`src/hw/fcl_map.svh`:
```
// Register offsets, field positions, reset values and timing counts of the flash command block
`ifndef FCL_MAP_SVH
`define FCL_MAP_SVH
`define FCL_OFS_CLKDIV      8'h00
`define FCL_OFS_CMDIDX      8'h02
`define FCL_OFS_ECCIDX      8'h04
`define FCL_OFS_STATUS      8'h06
`define FCL_OFS_CMDHI       8'h0a
`define FCL_OFS_CMDLO       8'h0b
`define FCL_OFS_ECCHI       8'h0e
`define FCL_OFS_ECCLO       8'h0f
`define FCL_OFS_OPTION      8'h10
`define FCL_OFS_RSV2        8'h11
`define FCL_OFS_RSV3        8'h12
`define FCL_OFS_RSV4        8'h13
`define FCL_OFS_ECCFLG      8'h14
`define FCL_BIT_DIVLD       7
`define FCL_BIT_CMD_DONE    7
`define FCL_BIT_ACC_ERR     5
`define FCL_BIT_PVIOL       4
`define FCL_BIT_DFDIF       1
`define FCL_BIT_SFDIF       0
`define FCL_RST_CLKDIV      7'h00
`define FCL_RST_OPTION      8'hff
`define FCL_OPT_ADDR        23'h7fff0e
`define FCL_IDX_PARITY_ADDR 3'h0
`define FCL_IDX_ADDR_LO     3'h1
`define FCL_IDX_DATA0       3'h2
`define FCL_IDX_DATA3       3'h5
`define FCL_CLK_MHZ         40
`define FCL_BOOT_NS         100
`define FCL_BOOT_CYC        ((`FCL_BOOT_NS * `FCL_CLK_MHZ + 999) / 1000)
`endif

```
`src/hw/fcl_pkg.sv`:
```
// Types shared by the flash command block
package fcl_pkg;
  typedef enum logic [1:0] {
    FCL_BOOT  = 2'b00,
    FCL_IDLE  = 2'b01,
    FCL_BUSY  = 2'b11
  } fcl_state_t;
  typedef struct packed {
    logic        pflash;
    logic [7:0]  parity;
    logic [22:0] addr;
    logic [63:0] data;
  } fcl_fault_t;
endpackage : fcl_pkg

```
`src/hw/fcl_ecc_if.sv`:
```
// Captured ECC fault record and index between the top and the result mux
`timescale 1ns/1ps
interface fcl_ecc_if;
  import fcl_pkg::*;
  fcl_fault_t  rec;
  logic [2:0]  idx;
  logic [15:0] word;
  modport top (output rec, output idx, input word);
  modport mux (input rec, input idx, output word);
endinterface : fcl_ecc_if

```
`src/hw/fcl_ecc_mux.sv`:
```
// ECC result word selection by result index
`timescale 1ns/1ps
module fcl_ecc_mux (
  fcl_ecc_if.mux e
);
  import fcl_pkg::*;
  always_comb begin
    case (e.idx)
      3'h0: e.word = {e.rec.parity, 1'b0, e.rec.addr[22:16]};
      3'h1: e.word = e.rec.addr[15:0];
      3'h2: e.word = e.rec.data[63:48];
      3'h3: e.word = e.rec.pflash ? e.rec.data[47:32] : 16'h0000;
      3'h4: e.word = e.rec.pflash ? e.rec.data[31:16] : 16'h0000;
      3'h5: e.word = e.rec.pflash ? e.rec.data[15:0] : 16'h0000;
      default: e.word = 16'h0000;
    endcase
  end
endmodule : fcl_ecc_mux

```
`src/hw/fcl_top.sv`:
```
// Flash command launch, divider gate, option byte and ECC fault reporting with a Wishbone slave
`timescale 1ns/1ps
// Notes on behaviour
// - index 0 gives parity, zero, address high
// - parity holds 8 or 6 bits
// - index 1 gives fault address low half
// - indices 2-5 give raw program phrase
// - data-array fault gives raw word at 2
// - indices 6 and 7 read zero
// - option loaded from nonvolatile byte at reset
// - double fault at load sets option ones
// - option readable, writes ignored
// - reserved test registers read zero
// - divider write sets loaded flag
// - no divider on a program or erase command means access error, no run
// - busy refuses launch and array writes
// - writing one clears flag, hands array
// - controller sets complete flag when done
// - capture frozen until fault flag cleared
// - double fault wins over single fault
`include "fcl_map.svh"
module fcl_top (
  // Clock and reset
  input  wire logic        clock,
  input  wire logic        rst_b,
  // Wishbone slave, 8-bit data
  input  wire logic        wb_cyc_i,
  input  wire logic        wb_stb_i,
  input  wire logic        wb_we_i,
  input  wire logic [7:0]  wb_adr_i,
  input  wire logic [0:0]  wb_sel_i,
  input  wire logic [7:0]  wb_dat_i,
  output logic      [7:0]  wb_dat_o,
  output logic             wb_ack_o,
  // Boot read of the nonvolatile option byte
  input  wire logic [7:0]  nonvolatile_option_bits,
  input  wire logic        boot_double_fault,
  // Memory controller command handoff
  output logic             cmd_launch,
  output logic [95:0]      cmd_words,
  output logic             cmd_is_prog_erase,
  input  wire logic        cmd_done,
  input  wire logic        cmd_result_we,
  input  wire logic [95:0] cmd_result,
  // ECC fault capture from array reads
  input  wire logic        ecc_single,
  input  wire logic        ecc_double,
  input  wire fcl_pkg::fcl_fault_t ecc_info,
  // Block state to the memory controller
  output logic [6:0]       divider_value,
  output logic [7:0]       option_byte
);
  import fcl_pkg::*;

  fcl_ecc_if e ();
  fcl_ecc_mux i_fcl_ecc_mux (.e(e));

  fcl_state_t  state_q;
  logic [2:0]  boot_cnt_q;
  logic        divider_loaded_flag_q;
  logic [6:0]  divider_q;
  logic [2:0]  command_index_q;
  logic [2:0]  ecc_result_index_q;
  logic [15:0] cmd_arr_q [6];
  logic        access_error_flag_q;
  logic        pviol_q;
  logic        dfd_q;
  logic        sfd_q;
  fcl_fault_t  rec_q;
  logic [7:0]  option_q;
  logic        ack_q;
  logic [7:0]  dat_q;
  logic        launch_q;
  logic        prog_erase_q;

  logic        acc;
  logic        wr;
  logic        busy;
  logic        launch_req;
  logic        pe_cmd;
  logic [7:0]  rd;
  logic [15:0] cmd_word;

  // One access per ack; ack drops the cycle after it is given
  assign acc  = wb_cyc_i && wb_stb_i && !ack_q;
  assign wr   = acc && wb_we_i && wb_sel_i[0];
  assign busy = (state_q == FCL_BUSY);
  assign launch_req = wr && (wb_adr_i == `FCL_OFS_STATUS) && wb_dat_i[`FCL_BIT_CMD_DONE]
                      && state_q == FCL_IDLE;
  // Program and erase commands per command code
  always_comb begin
    case (cmd_arr_q[0][15:8])
      8'h06, 8'h07, 8'h08, 8'h09, 8'h0a, 8'h0b, 8'h11, 8'h12: pe_cmd = 1'b1;
      default: pe_cmd = 1'b0;
    endcase
  end

  assign e.rec = rec_q;
  assign e.idx = ecc_result_index_q;

  // Boot sequence and command state
  always_ff @(posedge clock) begin
    if (!rst_b) begin
      state_q    <= FCL_BOOT;
      boot_cnt_q <= 3'h0;
    end else begin
      case (state_q)
        FCL_BOOT: begin
          boot_cnt_q <= boot_cnt_q + 3'h1;
          if (boot_cnt_q == 3'((`FCL_BOOT_CYC) - 1)) state_q <= FCL_IDLE;
        end
        FCL_IDLE: if (launch_req && !(pe_cmd && !divider_loaded_flag_q)) state_q <= FCL_BUSY;
        FCL_BUSY: if (cmd_done) state_q <= FCL_IDLE;
        default: state_q <= FCL_IDLE;
      endcase
    end
  end

  // Option byte: caught once the boot read completes, never by software
  always_ff @(posedge clock) begin
    if (!rst_b) option_q <= `FCL_RST_OPTION;
    else if (state_q == FCL_BOOT && boot_cnt_q == 3'((`FCL_BOOT_CYC) - 1))
      option_q <= boot_double_fault ? 8'hff : nonvolatile_option_bits;
  end

  // Clock divider and its loaded flag
  always_ff @(posedge clock) begin
    if (!rst_b) begin
      divider_q             <= `FCL_RST_CLKDIV;
      divider_loaded_flag_q <= 1'b0;
    end else if (wr && wb_adr_i == `FCL_OFS_CLKDIV && !busy) begin
      divider_q             <= wb_dat_i[6:0];
      divider_loaded_flag_q <= 1'b1;
    end
  end

  // Index registers
  always_ff @(posedge clock) begin
    if (!rst_b) begin
      command_index_q    <= 3'h0;
      ecc_result_index_q <= 3'h0;
    end else if (wr && !busy) begin
      if (wb_adr_i == `FCL_OFS_CMDIDX) command_index_q <= wb_dat_i[2:0];
      if (wb_adr_i == `FCL_OFS_ECCIDX) ecc_result_index_q <= wb_dat_i[2:0];
    end
  end

  // Command object array; locked while a command runs
  generate
    for (genvar i = 0; i < 6; i++) begin : g_arr
      always_ff @(posedge clock) begin
        if (!rst_b) cmd_arr_q[i] <= 16'h0000;
        else if (busy && cmd_result_we) cmd_arr_q[i] <= cmd_result[95-16*i -: 16];
        else if (wr && !busy && command_index_q == 3'(i)) begin
          if (wb_adr_i == `FCL_OFS_CMDHI) cmd_arr_q[i][15:8] <= wb_dat_i;
          if (wb_adr_i == `FCL_OFS_CMDLO) cmd_arr_q[i][7:0]  <= wb_dat_i;
        end
      end
    end
  endgenerate

  // Status flags: hardware set wins over software clear
  always_ff @(posedge clock) begin
    if (!rst_b) begin
      access_error_flag_q <= 1'b0;
      pviol_q             <= 1'b0;
    end else begin
      if (launch_req && pe_cmd && !divider_loaded_flag_q) access_error_flag_q <= 1'b1;
      else if (wr && wb_adr_i == `FCL_OFS_STATUS && !busy && wb_dat_i[`FCL_BIT_ACC_ERR])
        access_error_flag_q <= 1'b0;
      if (wr && wb_adr_i == `FCL_OFS_STATUS && !busy && wb_dat_i[`FCL_BIT_PVIOL]) pviol_q <= 1'b0;
    end
  end

  // ECC capture, frozen while either fault flag stands
  always_ff @(posedge clock) begin
    if (!rst_b) begin
      dfd_q <= 1'b0;
      sfd_q <= 1'b0;
      rec_q <= '0;
    end else if ((ecc_double || ecc_single) && !dfd_q && !sfd_q) begin
      dfd_q <= ecc_double;
      sfd_q <= !ecc_double;
      rec_q <= ecc_info;
      if (!ecc_info.pflash) rec_q.parity[7:6] <= 2'b00;
    end else if (wr && wb_adr_i == `FCL_OFS_ECCFLG) begin
      if (wb_dat_i[`FCL_BIT_DFDIF]) dfd_q <= 1'b0;
      if (wb_dat_i[`FCL_BIT_SFDIF]) sfd_q <= 1'b0;
    end
  end

  assign cmd_word = cmd_arr_q[command_index_q];
  // Read data; unmapped offsets and reserved registers read zero
  always_comb begin
    case (wb_adr_i)
      `FCL_OFS_CLKDIV: rd = {divider_loaded_flag_q, divider_q};
      `FCL_OFS_CMDIDX: rd = {5'h00, command_index_q};
      `FCL_OFS_ECCIDX: rd = {5'h00, ecc_result_index_q};
      `FCL_OFS_STATUS: rd = {!busy, 1'b0, access_error_flag_q, pviol_q, 4'h0};
      `FCL_OFS_CMDHI:  rd = (command_index_q > 3'h5) ? 8'h00 : cmd_word[15:8];
      `FCL_OFS_CMDLO:  rd = (command_index_q > 3'h5) ? 8'h00 : cmd_word[7:0];
      `FCL_OFS_ECCHI:  rd = e.word[15:8];
      `FCL_OFS_ECCLO:  rd = e.word[7:0];
      `FCL_OFS_OPTION: rd = option_q;
      `FCL_OFS_ECCFLG: rd = {6'h00, dfd_q, sfd_q};
      default:         rd = 8'h00;
    endcase
  end

  // Bus answer: one cycle after the request is seen
  always_ff @(posedge clock) begin
    if (!rst_b) begin
      ack_q <= 1'b0;
      dat_q <= 8'h00;
    end else begin
      ack_q <= acc;
      if (acc && !wb_we_i) dat_q <= rd;
    end
  end

  // Command handoff pulse and program or erase flag
  always_ff @(posedge clock) begin
    if (!rst_b) begin
      launch_q     <= 1'b0;
      prog_erase_q <= 1'b0;
    end else begin
      launch_q <= (state_q == FCL_IDLE) && launch_req && !(pe_cmd && !divider_loaded_flag_q);
      if (launch_req) prog_erase_q <= pe_cmd;
    end
  end

  assign wb_ack_o          = ack_q;
  assign wb_dat_o          = dat_q;
  assign cmd_launch        = launch_q;
  assign cmd_is_prog_erase = prog_erase_q;
  assign divider_value     = divider_q;
  assign option_byte       = option_q;
  generate
    for (genvar j = 0; j < 6; j++) begin : g_out
      assign cmd_words[95-16*j -: 16] = cmd_arr_q[j];
    end
  endgenerate
endmodule : fcl_top

```
`config.mk`:
```
export PLATFORM = sky130hd
export DESIGN_NAME = fcl_top
export DESIGN_NICKNAME = d
export VERILOG_FILES = /design/src/hw/fcl_pkg.sv /design/src/hw/fcl_ecc_if.sv /design/src/hw/fcl_ecc_mux.sv /design/src/hw/fcl_top.sv
export VERILOG_INCLUDE_DIRS = /design/src /design/src/hw
export SDC_FILE = /design/constraint.sdc
export NUM_CORES = 1
export LEC_CHECK = 0
export BUFFER_PORTS_ARGS = -buffer_cell sky130_fd_sc_hd__buf_2
export CAP_MARGIN = 20
export CORE_MARGIN = 2
export CORE_UTILIZATION = 40
export DETAILED_ROUTE_END_ITERATION = 6
export GPL_TIMING_DRIVEN = 0
export PLACE_DENSITY = 0.69
export SLEW_MARGIN = 15
export SYNTH_ARGS = -nofsm -noshare
export SYNTH_HDL_FRONTEND = slang
export SYNTH_SLANG_ARGS = --single-unit
```
`constraint.sdc`:
```
create_clock -name clock -period 2.6 [get_ports clock]
set_clock_uncertainty 0.15 [all_clocks]
set_input_delay 0.52 -clock clock [delete_from_list [all_inputs] [get_ports clock]]
set_output_delay 0.52 -clock clock [all_outputs]
set_load 0.005 [all_outputs]
```
==> impl_metrics.py, run 1 <==
metrics = {
    "run_status": {
        "outcome": "finished, final reports clean",
    },
    "min_path": {
        "holdPathStages": 2,
        "worstHoldPathType": "input port to flip-flop",
        "hold_start": "cmd_done",
        "hold_path_end": "state_q[1]",
    },
    "critical_path": {
        "cpLargestDelayFamily": "buffers and inverters",
        "crit_type": "flip-flop to flip-flop",
        "cp.depth": 7,
        "worstPathRequired_ns": 2.86,
        "cp_max_fo": 10,
        "path_buf_inv": 4,
        "rr_startpoint": "state_q[1]",
        "start_kind": "flip-flop",
        "arrival_ns": 2.81,
        "rr_endpoint": "cmd_arr_q[1][1]",
        "cpPeakStageDelay_ns": 0.41,
        "ff2ff_setup_slack_ns": 0.05,
        "end_kind": "flip-flop",
        "cpMaxStageDelayCell": "dfxtp_1",
        "reg2reg_depth": 7,
        "cp_cell_sequence": "and2_1 > clkbuf_1 > and3_1 > clkbuf_1 > clkbuf_2 > clkbuf_2 > a22o_1",
    },
    "timing": {
        "setup_viol": 0,
        "worst_pin_slew_ns": 1.15,
        "rsz0062_at_grt": "yes",
        "slew_viol_final": 0,
        "slew_headroom": 0.236,
        "hold_violations": 0,
        "clock.fmax_ghz": 0.392,
        "layout_min_cycle_time_ns": 2.55,
        "fin_crit_sh": 0.981,
    },
    "route": {
        "drt-initial-drc-count": 1215,
        "drc": 0,
        "vias_per_cell": 5.83,
        "ant_nets": 0,
        "dr.pass1.iters": 5,
        "routedWlPerCell_microns": 23.9,
        "drt-total-wl_mm": 45.2,
        "via_count": 11006,
    },
    "clock_network": {
        "clkLatencyLatePin_ns": 0.55,
        "clk_path_buf_depth": 3,
        "cts_sinks": 236,
        "cts_made_buffers": 27,
        "cts-htree-levels": 1,
        "cts_tree": "yes",
        "clk_pin_slew_ns": 0.06,
        "hold_buffers": 0,
        "root_buffer": "clkbuf_16",
    },
    "pwr": {
        "ir_drop_uv": 482,
        "leakage_nw": 5.92,
        "power_density_mw_per_mm2": 648,
    },
    "placed_design": {
        "portBuffers": 345,
        "gp_congestion": 0.963,
        "place_area_sq_mm": 0.0133,
        "dp_hpwl_mm": 34.6,
    },
    "layout": {
        "design_area_sq_mm": 0.0145,
        "area_delta_synth_final_pct": 30.2,
        "drive_above_1_share": 0.338,
        "nFillCells": 2579,
        "multi_input_area_sq_mm": 0.00512,
        "register_area_sq_mm": 0.00569,
        "fin_nets": 1716,
        "final_util": 0.525,
    },
    "yosys": {
        "synth_commonest_cells": "nand2_1, dfxtp_1, a21oi_1, a22o_1, edfxtp_1",
        "synth.net_count": 1338,
        "ys_seq_area_frac": 0.512,
        "ys_ff_latch": 236,
        "synth_top_area_share": 0.259,
        "synth_edf_count": 96,
        "synthFlopType": "dfxtp_1",
        "yosys.area.top_type": "edfxtp_1",
        "syn_area_sq_mm": 0.0111,
        "avgSynthCellArea_sq_um": 10.0,
        "syn_inst": 1109,
        "synth_area_leaders": "edfxtp_1, dfxtp_1, a22o_1, nand2_1, a21oi_1",
        "yosysMostFrequentCell": "nand2_1",
        "yosys_warnings": 0,
        "synth-async-reset-ratio": 0,
        "ys_types": 61,
    },
    "global_route": {
        "grt_antenna_before_repair": 4,
        "grt_max_degree": 14,
        "grt_pass1_wl_mm": 63.8,
        "grt_pass1_vias": 10316,
        "grt-ovfl-total": 0,
        "grt.total_usage": 0.296,
    },
    "die": {
        "die_w_microns": 171,
        "rows": 61,
        "die_area_sq_mm": 0.0291,
        "start_util": 0.403,
        "coreArea_sq_mm": 0.0276,
        "fp.dieH_microns": 171,
        "io_pins": 349,
    },
    "job": {
        "drv_cap": 0,
    },
}
-- cells by family (layout without fill, tap and decap cells) --
logic type                 Yosys count  in the layout  share of synthesized area
AOI/OAI and AO/OA                  322            322                      0.202
xor gates and xnor gates             2              2                    0.00158
adders and majority gates            2              2                    0.00225
buffers and inverters              106            505                     0.0372
DFF                                236            236                      0.512
muxes                               73             73                     0.0896
other                                0              3                          0
and+or+nand+nor                    368            368                      0.156
-- registers in the layout (all words and copies together) (netlist names), named ones only --
| name | flops |
|---|---|
| state_q | 2 |
| divider_value | 7 |
| cmd_is_prog_erase | 1 |
| sfd_q | 1 |
| cmd_arr_q | 96 |
| divider_loaded_flag_q | 1 |
| option_byte | 8 |
| e.idx | 3 |
| wb_dat_o | 8 |
| access_error_flag_q | 1 |
| e.rec | 96 |
| boot_cnt_q | 3 |
| dfd_q | 1 |
| command_index_q | 3 |
| cmd_launch | 1 |
| wb_ack_o | 1 |
-- cell type report --
cell class,instances,share of cell area
flip-flops and latches,236,0.393
multi-input cells,767,0.354
repair buffers,350,0.122
clock buffers,33,0.0526
well taps,378,0.0327
plain buffers,94,0.0275
clock inverters,17,0.0155
inverters,11,0.00285
diodes,3,0.000519
-- layer usage --
metal / share of wire / global-route usage
met1: 0.42 / 0.419
met2: 0.44 / 0.447
met3: 0.10 / 0.0692
met4: 0.033 / 0.0988
met5: 0.00029 / 0
-- where the power goes --
part,total (W),switching (W),internal (W)
Combinational,0.000972,0.000605,0.000367
Sequential,0.00417,0.000137,0.00404
Clock,0.00423,0.00165,0.00258
-- cells in the final DEF, fill, tap and decap left out, drive strengths merged, types with 15 or more instances in the layout --
| master | netlist | layout |
|---|---|---|
| a22o | 110 | 110 |
| edfxtp | 96 | 96 |
| nor2 | 39 | 39 |
| mux2i | 23 | 23 |
| mux4 | 18 | 18 |
| a21oi | 125 | 125 |
| o21ai | 21 | 21 |
| nor3 | 32 | 32 |
| dfxtp | 140 | 140 |
| nand2 | 215 | 215 |
| a221oi | 15 | 15 |
| clkbuf | 74 | 107 |
| mux2 | 32 | 32 |
| buf | 21 | 370 |
-- how the worst max path moves through the flow --
stage	start	end
floorplan	wb_adr_i[5]	cmd_arr_q[3][10]
global placement	wb_adr_i[4]	cmd_arr_q[5][0]
detailed placement	wb_adr_i[4]	cmd_arr_q[3][11]
CTS	state_q[1]	cmd_arr_q[4][7]
global route	state_q[1]	cmd_arr_q[4][4]
finish	state_q[1]	cmd_arr_q[1][1]
-- timing repair --
| action | 4_1_cts | 5_1_grt |
|---|---|---|
| endpoints found under the setup margin | 181 | 142 |
| endpoints found under the hold margin | 0 | 0 |
| pin swaps | 2 | 2 |
| gates resized for setup | 25 | 34 |
| setup buffers | 2 | 1 |
-- per-stage QoR --
stage / power, W / TNS, ns / setup WS (ns) / hold WS (ns) / cells
6_report: 0.00938 / 0 / 0.0498 / 0.0459 / 1889
5_1_grt: 0.00962 / -0.293 / -0.0178 / 0.0377 / 1888
4_1_cts: 0.00935 / -3.30 / -0.166 / 0.0292 / 1886
3_5_place_dp: 0.00519 / -59.73 / -0.675 / 0.298 / 1834
3_3_place_gp: 0.00517 / -65.94 / -0.705 / 0.293 / 1832
2_1_floorplan: 0.00467 / -4.69 / -0.128 / 0.281 / 1109
No activity file was read; power rests on OpenSTA's default activity.
==> run 2, diff against run 1 <==
Settings changed: BUFFER_PORTS_ARGS -buffer_cell sky130_fd_sc_hd__buf_2 to -buffer_cell sky130_fd_sc_hd__buf_4.
==> run 2 against run 1 <==
Flip-flop and latch count stayed put. Combinational power is 12% higher. Register-to-register slack worse by 0.03 ns.
==> impl_metrics.py, run 2 (synthesis gave the netlist of run 1 again) <==
metrics = {
    "die": {
        "fp.dieH_microns": 171,
        "io_pins": 349,
        "coreArea_sq_mm": 0.0276,
        "die_area_sq_mm": 0.0291,
        "rows": 61,
        "die_w_microns": 171,
        "start_util": 0.403,
    },
    "timing": {
        "hold_violations": 0,
        "worst_pin_slew_ns": 1.14,
        "slew_viol_final": 0,
        "layout_setup_ws_ns": 0.0201,
        "rsz0062_at_grt": "yes",
        "setup_viol": 0,
        "slew_headroom": 0.241,
        "fin_crit_sh": 0.992,
        "layout_min_cycle_time_ns": 2.58,
        "setup_tns_ns": 0,
        "clock.fmax_ghz": 0.388,
    },
    "layout": {
        "register_area_sq_mm": 0.00569,
        "fin_nets": 1715,
        "nFillCells": 2543,
        "drive_above_1_share": 0.331,
        "area_delta_synth_final_pct": 36.6,
        "final_util": 0.551,
        "layout_commonest_cell": "buf_4",
        "layout_common_cells": "buf_4, nand2_1, dfxtp_1",
        "multi_input_area_sq_mm": 0.00511,
    },
    "placed_design": {
        "dp_slack_ns": -0.668,
        "dp_hpwl_mm": 35.2,
        "portBuffers": 345,
        "gp_congestion": 0.944,
    },
    "critical_path": {
        "end_kind": "flip-flop",
        "worstPathRequired_ns": 2.86,
        "arrival_ns": 2.84,
        "crit_type": "flip-flop to flip-flop",
        "start_kind": "flip-flop",
        "cp_max_fo": 10,
    },
    "clock_network": {
        "cts_sinks": 236,
        "clk_path_buf_depth": 3,
        "clk_pin_slew_ns": 0.06,
        "clkLatencyLatePin_ns": 0.54,
        "root_buffer": "clkbuf_16",
        "cts_made_buffers": 26,
        "cts_tree": "yes",
        "cts-htree-levels": 1,
    },
    "route": {
        "dr.pass1.iters": 5,
        "ant_nets": 0,
        "drt-total-wl_mm": 45.4,
        "via_count": 10982,
        "vias_per_cell": 5.83,
        "drt-initial-drc-count": 1144,
        "drc": 0,
        "routedWlPerCell_microns": 24.1,
    },
    "min_path": {
        "worstHoldPathType": "input port to flip-flop",
    },
    "global_route": {
        "grt_pass1_wl_mm": 64.9,
        "grt-ovfl-total": 0,
        "grt_pass1_vias": 10495,
        "grt.total_usage": 0.300,
        "grt_max_degree": 15,
        "grt_antenna_before_repair": 1,
    },
    "pwr": {
        "ir_drop_uv": 390,
        "power_density_mw_per_mm2": 592,
        "leakage_nw": 6.08,
    },
    "run_status": {
        "outcome": "finished, final reports clean",
    },
    "job": {
        "drv_cap": 0,
    },
}
run 2: cell types whose count changed in the layout (fill, tap and decap cells not counted), sizes merged:
cell and delta:
inv -1, clkinv -1, bufinv -4, clkbuf +2, clkinvlp +1, buf +1
diode -2
run 2: through the flow:
stage | std cells | area [sq um] | hold slack, ns | power [W]
after floorplan | 1109 | 11100 | 0.281 | 0.00467
after global placement | 1832 | 14200 | 0.288 | 0.00530
after detailed placement | 1835 | 14200 | 0.295 | 0.00532
after CTS | 1885 | 15100 | 0.0180 | 0.00896
after global routing | 1884 | 15200 | 0.0312 | 0.00922
final | 1885 | 15200 | 0.0207 | 0.00898
run 2: path summary, 6_finish.rpt:
check	start	to	slack, ns	depth (start not counted)
worst max register to register	flip-flop	wb_dat_o[5]	0.02	6
worst max-delay path	flip-flop	wb_dat_o[5]	0.02	6
worst min register to register	e.rec[56]	e.rec[56]	0.30	2
worst min-delay path	cmd_done	state_q[1]	0.02	2
run 2: worst max-delay path, cell delays in order, from the launching register on:
cell	delay [ns]
dfxtp_2	0.42
buf_4	0.27
clkbuf_4	0.32
mux2_2	0.38
mux4_2	0.50
a221oi_1	0.30
a21oi_1	0.11
run 2: report_power, final:
part	internal (W)	switching [W]
Combinational	0.000489	0.000605
Clock	0.00213	0.00159
Sequential	0.00404	0.000139
run 2: cell type report:
cell class / instances / share of cell area
antenna: 1 / 0.000165
buffer: 93 / 0.0257
clock buffer: 36 / 0.0494
clock inverter: 12 / 0.00651
inverter: 11 / 0.00272
multi-input combinational: 767 / 0.337
sequential: 236 / 0.375
tap: 378 / 0.0311
timing repair buffer: 351 / 0.173
run 2: repair_timing:
item	4_1_cts	5_1_grt
pin swaps	2	2
setup buffers	2	1
resized for setup	33	22
setup endpoints to repair	173	164
hold buffers	0	0
run 2: metal layers:
layer  vias up  part of all wire  global-route usage
met5         -                 0                   0
met4         0             0.030              0.0892
met2       682              0.45               0.462
met1      5311              0.42               0.424
li1       4890                 -                   -
met3        99              0.10              0.0632
